==> src/qwd_pkg.sv <==
// Purpose: shared constants and types for the quadrature watchdog block
// Assumes: one 20 MHz core clock
// Notes: no software-reachable registers; controls are plain ports
package qwd_pkg;
    localparam int QWD_WIDTH = 16;
    localparam int QWD_PRESCALE = 64;
    localparam int QWD_PRE_W = 6;
    localparam logic [QWD_WIDTH-1:0] QWD_COUNT_RST = 16'h0000;
    localparam logic [QWD_PRE_W-1:0] QWD_PRE_RST = 6'h00;
    localparam logic [QWD_PRE_W-1:0] QWD_PRE_LAST = 6'h3F;
    localparam logic [1:0] QWD_MODE_QUAD = 2'h0;
    localparam logic [1:0] QWD_MODE_DIR_CNT = 2'h1;
    localparam logic [1:0] QWD_MODE_UP_CNT = 2'h2;
    localparam logic [1:0] QWD_MODE_DN_CNT = 2'h3;

    typedef struct packed {
        logic phase_a;
        logic phase_b;
    } qwd_phases_t;

    typedef struct packed {
        logic wd_flag;
        logic phase_err_flag;
        logic irq;
    } qwd_status_t;
endpackage

==> src/qwd_mode_adapter.sv <==
// Purpose: encoder mode adapter, checks phase transitions and makes clock events
// Assumes: phase inputs already synchronised to core_clk
// Notes: a both-phase change in one sample is illegal in every mode
`timescale 1ns/1ps
module qwd_mode_adapter
(
    input wire logic core_clk,
    input wire logic reset_n,
    input wire logic [1:0] mode,
    input wire qwd_pkg::qwd_phases_t phases,
    output logic qclk_event,
    output logic illegal_event
);
    import qwd_pkg::*;

    qwd_phases_t prev_q;
    logic a_chg;
    logic b_chg;
    logic init_q;

    assign a_chg = phases.phase_a ^ prev_q.phase_a;
    assign b_chg = phases.phase_b ^ prev_q.phase_b;

    always_ff @(posedge core_clk or negedge reset_n)
    begin
        if (!reset_n)
        begin
            prev_q <= '0;
            init_q <= 1'b0;
        end
        else
        begin
            prev_q <= phases;
            init_q <= 1'b1;
        end
    end

    // quadrature: every single-phase edge counts; others: rising phase a is the clock
    always_comb
    begin
        qclk_event = 1'b0;
        illegal_event = 1'b0;
        if (init_q)
        begin
            unique case (mode)
                QWD_MODE_QUAD:
                begin
                    qclk_event = a_chg ^ b_chg;
                    illegal_event = a_chg & b_chg;
                end
                QWD_MODE_DIR_CNT:
                begin
                    qclk_event = a_chg & phases.phase_a;
                    illegal_event = a_chg & b_chg;
                end
                QWD_MODE_UP_CNT, QWD_MODE_DN_CNT:
                begin
                    qclk_event = a_chg & phases.phase_a;
                    // phase b must stay quiet in single-count modes
                    illegal_event = b_chg;
                end
            endcase
        end
    end
endmodule // qwd_mode_adapter

==> src/qwd_watchdog.sv <==
// Purpose: quadrature watchdog and phase error reporting of the position decoder
// Assumes: encoder pins are asynchronous; software sits beyond plain ports
// Notes: flags are sticky; set beats clear in the same cycle
`timescale 1ns/1ps
module qwd_watchdog #(
    parameter int WIDTH = qwd_pkg::QWD_WIDTH
)
(
    input wire logic core_clk,
    input wire logic reset_n,
    input wire logic encoder_phase_a_input,
    input wire logic encoder_phase_b_input,
    input wire logic [1:0] mode,
    input wire logic wd_enable,
    input wire logic [WIDTH-1:0] wd_period,
    input wire logic wd_flag_clear,
    input wire logic phase_err_clear,
    input wire logic irq_enable,
    output logic [WIDTH-1:0] wd_count,
    output logic wd_timeout,
    output qwd_pkg::qwd_status_t status
);
    import qwd_pkg::*;

    logic [1:0] a_sync_q;
    logic [1:0] b_sync_q;
    qwd_phases_t phases;
    logic qclk_event;
    logic illegal_event;
    logic [QWD_PRE_W-1:0] pre_q;
    logic tick;
    logic [WIDTH-1:0] count_q;
    logic match;
    logic timeout_q;
    logic wd_flag_q;
    logic err_flag_q;
    logic irq_q;
    logic [QWD_PRE_W-1:0] pre_d;
    logic [WIDTH-1:0] count_d;
    logic timeout_d;
    logic wd_flag_d;
    logic err_flag_d;

    // two-stage synchronisers for the encoder pins, one per pin
    always_ff @(posedge core_clk or negedge reset_n)
    begin
        if (!reset_n)
        begin
            a_sync_q <= 2'h0;
        end
        else
        begin
            a_sync_q <= {a_sync_q[0], encoder_phase_a_input};
        end
    end

    always_ff @(posedge core_clk or negedge reset_n)
    begin
        if (!reset_n)
        begin
            b_sync_q <= 2'h0;
        end
        else
        begin
            b_sync_q <= {b_sync_q[0], encoder_phase_b_input};
        end
    end

    assign phases.phase_a = a_sync_q[1];
    assign phases.phase_b = b_sync_q[1];

    qwd_mode_adapter u_adapter
    (
        .core_clk(core_clk),
        .reset_n(reset_n),
        .mode(mode),
        .phases(phases),
        .qclk_event(qclk_event),
        .illegal_event(illegal_event)
    );

    // divide-by-64 tick from the core clock
    always_ff @(posedge core_clk or negedge reset_n)
    begin
        if (!reset_n)
        begin
            pre_q <= QWD_PRE_RST;
        end
        else
        begin
            pre_q <= pre_d;
        end
    end

    assign tick = (pre_q == QWD_PRE_LAST);
    assign match = (count_q == wd_period);

    assign pre_d = pre_q + 6'h01;
    assign timeout_d = wd_enable && tick && match && !qclk_event;

    always_ff @(posedge core_clk or negedge reset_n)
    begin
        if (!reset_n)
        begin
            count_q <= QWD_COUNT_RST;
        end
        else
        begin
            count_q <= count_d;
        end
    end

    // an event beats a tick, so an event on a match tick clears the count and blocks the timeout
    always_comb
    begin
        count_d = count_q;
        if (!wd_enable || qclk_event)
        begin
            count_d = QWD_COUNT_RST;
        end
        else if (tick)
        begin
            if (match)
            begin
                count_d = QWD_COUNT_RST;
            end
            else
            begin
                count_d = count_q + WIDTH'(1);
            end
        end
    end

    // one-cycle timeout pulse on a match tick with no event
    always_ff @(posedge core_clk or negedge reset_n)
    begin
        if (!reset_n)
        begin
            timeout_q <= 1'b0;
        end
        else
        begin
            timeout_q <= timeout_d;
        end
    end

    always_ff @(posedge core_clk or negedge reset_n)
    begin
        if (!reset_n)
        begin
            wd_flag_q <= 1'b0;
        end
        else
        begin
            wd_flag_q <= wd_flag_d;
        end
    end

    // set wins when a timeout meets a clear
    always_comb
    begin
        wd_flag_d = wd_flag_q;
        if (timeout_q)
        begin
            wd_flag_d = 1'b1;
        end
        else if (wd_flag_clear)
        begin
            wd_flag_d = 1'b0;
        end
    end

    always_ff @(posedge core_clk or negedge reset_n)
    begin
        if (!reset_n)
        begin
            err_flag_q <= 1'b0;
        end
        else
        begin
            err_flag_q <= err_flag_d;
        end
    end

    // set wins when an illegal step meets a clear
    always_comb
    begin
        err_flag_d = err_flag_q;
        if (illegal_event)
        begin
            err_flag_d = 1'b1;
        end
        else if (phase_err_clear)
        begin
            err_flag_d = 1'b0;
        end
    end

    // single decoder interrupt carries both sources
    always_ff @(posedge core_clk or negedge reset_n)
    begin
        if (!reset_n)
        begin
            irq_q <= 1'b0;
        end
        else
        begin
            irq_q <= irq_enable && (wd_flag_q || err_flag_q);
        end
    end

    assign wd_count = count_q;
    assign wd_timeout = timeout_q;
    assign status.wd_flag = wd_flag_q;
    assign status.phase_err_flag = err_flag_q;
    assign status.irq = irq_q;
endmodule // qwd_watchdog

==> config.mk <==
export PLATFORM = sky130hd
export DESIGN_NAME = qwd_watchdog
export DESIGN_NICKNAME = d
export VERILOG_FILES = /design/src/qwd_pkg.sv /design/src/qwd_mode_adapter.sv /design/src/qwd_watchdog.sv
export SDC_FILE = /design/constraint.sdc
export NUM_CORES = 1
export LEC_CHECK = 0
export BUFFER_PORTS_ARGS = -buffer_cell sky130_fd_sc_hd__buf_2
export CAP_MARGIN = 15
export CORE_MARGIN = 10
export CORE_UTILIZATION = 59
export CTS_BUF_LIST = sky130_fd_sc_hd__clkbuf_8
export CTS_CLUSTER_DIAMETER = 40
export DETAILED_ROUTE_END_ITERATION = 6
export GPL_TIMING_DRIVEN = 0
export PLACE_DENSITY = 0.95
export REMOVE_ABC_BUFFERS = 1
export SLEW_MARGIN = 20
export SYNTH_ARGS = -nofsm -noshare
export SYNTH_HDL_FRONTEND = slang
export SYNTH_HIERARCHICAL = 1
export SYNTH_SLANG_ARGS = --single-unit
==> constraint.sdc <==
create_clock -name core_clk -period 4.3 [get_ports core_clk]
set_clock_uncertainty 0.05 [all_clocks]
set_input_delay 0.43 -clock core_clk [delete_from_list [all_inputs] [get_ports core_clk]]
set_output_delay 0.43 -clock core_clk [all_outputs]
set_load 0.05 [all_outputs]
# [Word level (Yosys, flattened, before mapping)]
# Index checks and enable logic that the tools add are counted.
[totals] in_bits=26 regBits=33 output_inout_bits=20 wordCells=49
[op_classes] n_eq_ne=5 n_bitwise=5 n_addsub=2 muxes=11 n_reduce_logical=15
[op_table] cell="2-to-1 mux 16 bit" n=3
[op_table] cell="adder 16 x 1 -> 16 bit (second input constant)" n=1
[op_table] cell="equality test 16 bit" n=1
[op_table] cell="adder 6 x 1 -> 6 bit (second input constant)" n=1
[op_table] cell="equality test 6 bit (second input constant)" n=1
[op_table] cell="2-to-1 mux 1 bit" n=6
[op_table] cell="nonzero test 2 bit" n=3
[op_table] cell="equality test 2 bit (second input constant)" n=2
[op_table] cell="logical AND 1 bit" n=4
[op_table] cell="one-hot mux 1 bit (2 select lines)" n=2
[op_table] cell="OR reduction 2 bit" n=2
[op_table] cell="OR reduction 3 bit" n=1
[op_table] cell="bitwise XOR 1 bit" n=3
[op_table] cell="bitwise AND 1 bit" n=2
[op_table] cell="equality test 2 x 1 -> 1 bit (second input constant)" n=1
[op_table] cell="logical NOT 1 bit" n=2
[op_table] cell="logical NOT 2 bit" n=1
[op_table] cell="logical OR 1 bit" n=2

# [Depth between registers and ports, before layout]
[depth] word_depth=6 ltp_mapped=12 ltp_nobuf=11

# [Cells and area by module]
# The synthesis kept the hierarchy.
[modules_own_cells] module="qwd_watchdog" seq_area_each_um2=750.7 cells_each=172 instances=1 area_per_inst_um2=1636.6
[modules_own_cells] module="qwd_mode_adapter" seq_area_each_um2=75.1 cells_each=15 instances=1 area_per_inst_um2=155.1

# [Worst setup path before layout]
# No wires, ideal clock.
[synth_timing] path_kind="reg-to-reg" start="register a_sync_q[1]" end="register count_q[15] (netlist: wd_count[15])" n_path_buf=1 setup_time_ns=0.131 arrival_ns=2.164 setup_slack_ns=1.955 stages_incl_launch_ff=12 cell_sequence="dfrtp_1 > ha_1 > inv_1 > ha_1 > or3b_1 > a21boi_1 > nor2b_1 > clkbuf_1 > nand4_1 > nor4_1 > a32oi_1 > o21ai_0"
[synth_via] elab_chain_cells=6
[synth_rtl] item="start, declared" line_no="qwd_watchdog.sv:25" rtl="logic [1:0] a_sync_q;"
[synth_rtl] item="start signal, assigned" line_no="qwd_watchdog.sv:53" rtl="a_sync_q <= {a_sync_q[0], encoder_phase_a_input};"
[synth_rtl] item="bitwise XOR 1 bit" line_no="qwd_mode_adapter.sv:21" rtl="assign a_chg = phases.phase_a ^ prev_q.phase_a;"
[synth_rtl] item="bitwise AND 1 bit / bitwise XOR 1 bit (equally long branches)" line_no="qwd_mode_adapter.sv:53, qwd_mode_adapter.sv:58, qwd_mode_adapter.sv:48"
[synth_rtl] item="one-hot mux 1 bit (2 select lines) (*)" line_no="qwd_mode_adapter.sv:45" rtl="unique case (mode)"
[synth_rtl] item="2-to-1 mux 1 bit (*)" line_no="qwd_mode_adapter.sv:43" rtl="if (init_q)"
[synth_rtl] item="net qclk_event" line_no="qwd_watchdog.sv:28" rtl="logic qclk_event;"
[synth_rtl] item="logical OR 1 bit (*)" line_no="qwd_watchdog.sv:117" rtl="if (!wd_enable || qclk_event)"
[synth_rtl] item="2-to-1 mux 16 bit / nonzero test 2 bit (equally long branches)"
[synth_rtl] item="end signal, assigned" line_no="qwd_watchdog.sv:109" rtl="count_q <= count_d;"
[synth_rtl] item="end, declared" line_no="qwd_watchdog.sv:32" rtl="logic [WIDTH-1:0] count_q;"
# The timed path passes the listed nets; every way through them passes the cells marked *.
# A chain may end at the register's enable or synchronous reset.

# [Worst setup path in the final report]
# Ends and elaborated chain as after synthesis.

==> results.txt <==
----------------------------------------------------
[Power and ir drop]
  Static Leak ... 1.04 nW
  Worst IR Drop VDD ... 0.256 mV
  Post-route total power ... 0.670 mW
  Pwr/cell area ... 316 nW/um2

[Critical path]
  Startpoint type of the worst setup path ... flip-flop
  Critical Path End Type ... flip-flop
  Worst r2r src ... a_sync_q[1]$_DFF_PN0_
  Setup Crit Path Kind ... reg -> reg
  Data arrival time of the critical path ... 3.15 ns
  Top fanout value on the critical path ... 8
  Data required time at the worst endpoint ... 4.46 ns
  Timing startpoint of the critical path ... a_sync_q[1]$_DFF_PN0_

[Place]
  Pre-CTS setup slack ... 1.36 ns
  Placed instance area ... 2000 um2
  Count of buffers inserted at the top-level ports ... 45
  Total instance count after detailed placement ... 252
  Half-perimeter wire length after detailed placement ... 3400 um
  Global placement routability congestion ... 0.887

[Drt]
  Overall via count from detail_route ... 1598
  Remaining number of nets flagged by the antenna check after routing ... 0
  Via/cell ratio ... 6.15
  Total DRC errors in the routed layout ... 0
  Violation count after the first detailed-route iteration ... 239
  Initial DRT Pass Iterations ... 4
  Final wirelength ... 4600 um
  Per-cell routed wire length ... 17.7 um

[Clocking]
  Gates resized, CTS repair ... 0
  Clock Path Buffers ... 2
  Hold_buf cts ... 0
  Clock-pin slew on the worst setup and hold paths ... 0.06 ns
  Clock latency of the later-clocked register in the worst-skew pair ... 0.29 ns
  TritonCTS sink count ... 33
  CTS tree ... yes
  CTS H-tree lvls ... 2
  TritonCTS buffer count ... 5
  Post-CTS setup repair buffer count ... 0
  Root Buffer Master ... sky130_fd_sc_hd__clkbuf_8

[Timing]
  Setup Viol. Count Final ... 0
  Fin crit share ... 69.7%
  Setup TNS ... 0 ns
  Count of final hold-check violations ... 0
  Max Freq ... 334 MHz
  Final worst-path setup slack ... 1.30 ns
  Unrepaired setup endpoints after global routing ... false
  Remaining max-slew budget at the tightest pin ... 46.4%
  Final count of pins violating max slew ... 0
  Final hold slack ... 0.138 ns
  Transition time of the tightest slew-check pin ... 0.802 ns
  Final worst path period need ... 3.00 ns

[Layout]
  Fin nets ... 258
  Fin area ... 2120 um2
  Commonest cells after routing, fill and taps aside ... sky130_fd_sc_hd__buf_2, sky130_fd_sc_hd__dfrtp_1, sky130_fd_sc_hd__nand2_1
  Final core utilization ... 75.0%
  Fraction of layout cells with a size suffix above 1 ... 26.6%
  Most common cell after layout, fill and taps aside ... sky130_fd_sc_hd__buf_2
  Layout overhead on the synthesized area ... 18.4%
  Number of fill cells in the layout ... 193
  Antenna cell count ... 0
  Cell Count, Final, Fillers Out ... 260

[Floorplanning]
  Vert. Die Dim ... 75.1 um
  Std-Cell Core Area ... 2830 um2
  Die area ... 5640 um2
  Count of boundary I/O pins ... 46
  Num rows ... 19
  Starting Density ... 63.3%
  Overall die width ... 75.1 um

[GRT]
  Initial antenna violation count ... 0
  Number of global-route vias before repair ... 1544
  Pin count of the biggest net entering global routing ... 34
  Overall fraction of global-route tracks in use ... 17.5%
  Overflow after GRT ... 0
  Wire length of the first global-routing pass ... 7400 um

[Job]
  Number of max-capacitance violations reported ... 0

[Yosys]
  Fraction of registers with async set or reset after synthesis ... 100%
  Avg Synthesized Cell Area ... 9.58 um2
  Commonest register cell after synthesis ... sky130_fd_sc_hd__dfrtp_1
  Cell variety after synth ... 43
  Proportion of synthesized chip area in sequential cells ... 46.1%
  Synthesized cell area ... 1790 um2
  Register bit total from synthesis ... 33
  Number of synthesis warnings ... 6
  Synthesized instance count ... 187
  Number of flops mapped to enable cells by yosys ... 0

[Worst hold path]
  Class of the most critical hold timing path ... in -> async

[Outcome]
  Outcome ... finished clean

----------------------------------------------------
## report_power, final
part | switching (mW) | internal, mW
Combinational | 0.0349 | 0.0191
Clock | 0.111 | 0.186
Sequential | 0.00264 | 0.316
Total | 0.149 | 0.521
## worst paths after layout
kind | to | depth (start not counted) | slack, ns
max in group asynchronous | wd_count[12]$_DFFE_PN0P_ | 1 | 3.61
setup reg to reg | wd_count[15]$_DFFE_PN0P_ | 10 | 1.30
hold / removal | b_sync_q[0]$_DFF_PN0_ | 1 | 0.14
setup / recovery | wd_count[15]$_DFFE_PN0P_ | 10 | 1.30
hold reg to reg | a_sync_q[1]$_DFF_PN0_ | 0 | 0.30
min in group core_clk | b_sync_q[0]$_DFF_PN0_ | 1 | 0.20
## per-layer routing
layer  up-vias  GRT usage [%]  part of all wire (%)
li1        750              -                     -
met1       773           19.1                    36
met2        65           29.8                    53
met3        10           5.39                   9.2
met4         0           9.45                   1.7
met5         -              0                     0
## cell families after synthesis
| logic type | Yosys count | synth area share (%) |
|---|---|---|
| compound gates | 35 | 13.4 |
| other cells | 1 | 0.209 |
| simple gates | 73 | 22.1 |
| fa+ha+maj | 4 | 2.79 |
| flops | 33 | 46.1 |
| buf+inv | 20 | 5.10 |
| xor+xnor | 21 | 10.3 |
## sequential cells by signal, indices dropped and copies added (netlist names)
register / cells
irq_q: 1
wd_flag_q: 1
pre_q: 6
b_sync_q: 2
a_sync_q: 2
u_adapter/init_q: 1
wd_count: 16
u_adapter/prev_q: 2
wd_timeout: 1
err_flag_q: 1
## worst max-delay path, cell delays in order, from the launching register on
cell,delay (ns)
sky130_fd_sc_hd__dfrtp_1,0.38
sky130_fd_sc_hd__ha_1,0.28
sky130_fd_sc_hd__inv_1,0.04
sky130_fd_sc_hd__ha_1,0.26
sky130_fd_sc_hd__or3b_1,0.16
sky130_fd_sc_hd__a21boi_1,0.06
sky130_fd_sc_hd__nor2b_1,0.53
sky130_fd_sc_hd__nand4_1,0.46
sky130_fd_sc_hd__nor4_1,0.41
sky130_fd_sc_hd__a32oi_1,0.15
sky130_fd_sc_hd__o21ai_0,0.13
## cell usage after synthesis (all sizes together), types with 2 or more instances
| library cell | n | area, um2 |
|---|---|---|
| nand2b | 2 | 12.5 |
| buf | 6 | 37.5 |
| nor4 | 6 | 37.5 |
| o21ai | 12 | 60.1 |
| and3 | 3 | 20.0 |
| a32oi | 2 | 17.5 |
| nand2 | 23 | 86.3 |
| or3 | 2 | 18.8 |
| clkbuf | 5 | 20.0 |
| xnor2 | 3 | 26.3 |
| xor2 | 18 | 158 |
| and2 | 2 | 12.5 |
| inv | 9 | 33.8 |
| ha | 4 | 50.1 |
| nand3 | 10 | 55.1 |
| dfrtp | 33 | 826 |
| a22oi | 5 | 37.5 |
| nor3 | 7 | 35.0 |
| nand4 | 9 | 62.6 |
| a21o | 2 | 15.0 |
| nor2 | 4 | 15.0 |
| a21oi | 2 | 10.0 |
| o311ai | 3 | 26.3 |
| o211ai | 3 | 27.5 |
## cell type report
class / count / area (um2) / area share (%)
multi-input combinational: 134 / 881 / 41.5
sequential: 33 / 826 / 38.9
timing repair buffer: 45 / 225 / 10.6
clock buffer: 6 / 82.6 / 3.89
tap: 31 / 38.8 / 1.83
clock inverter: 2 / 33.8 / 1.59
inverter: 9 / 33.8 / 1.59
Power figures use the tool's default switching activity.
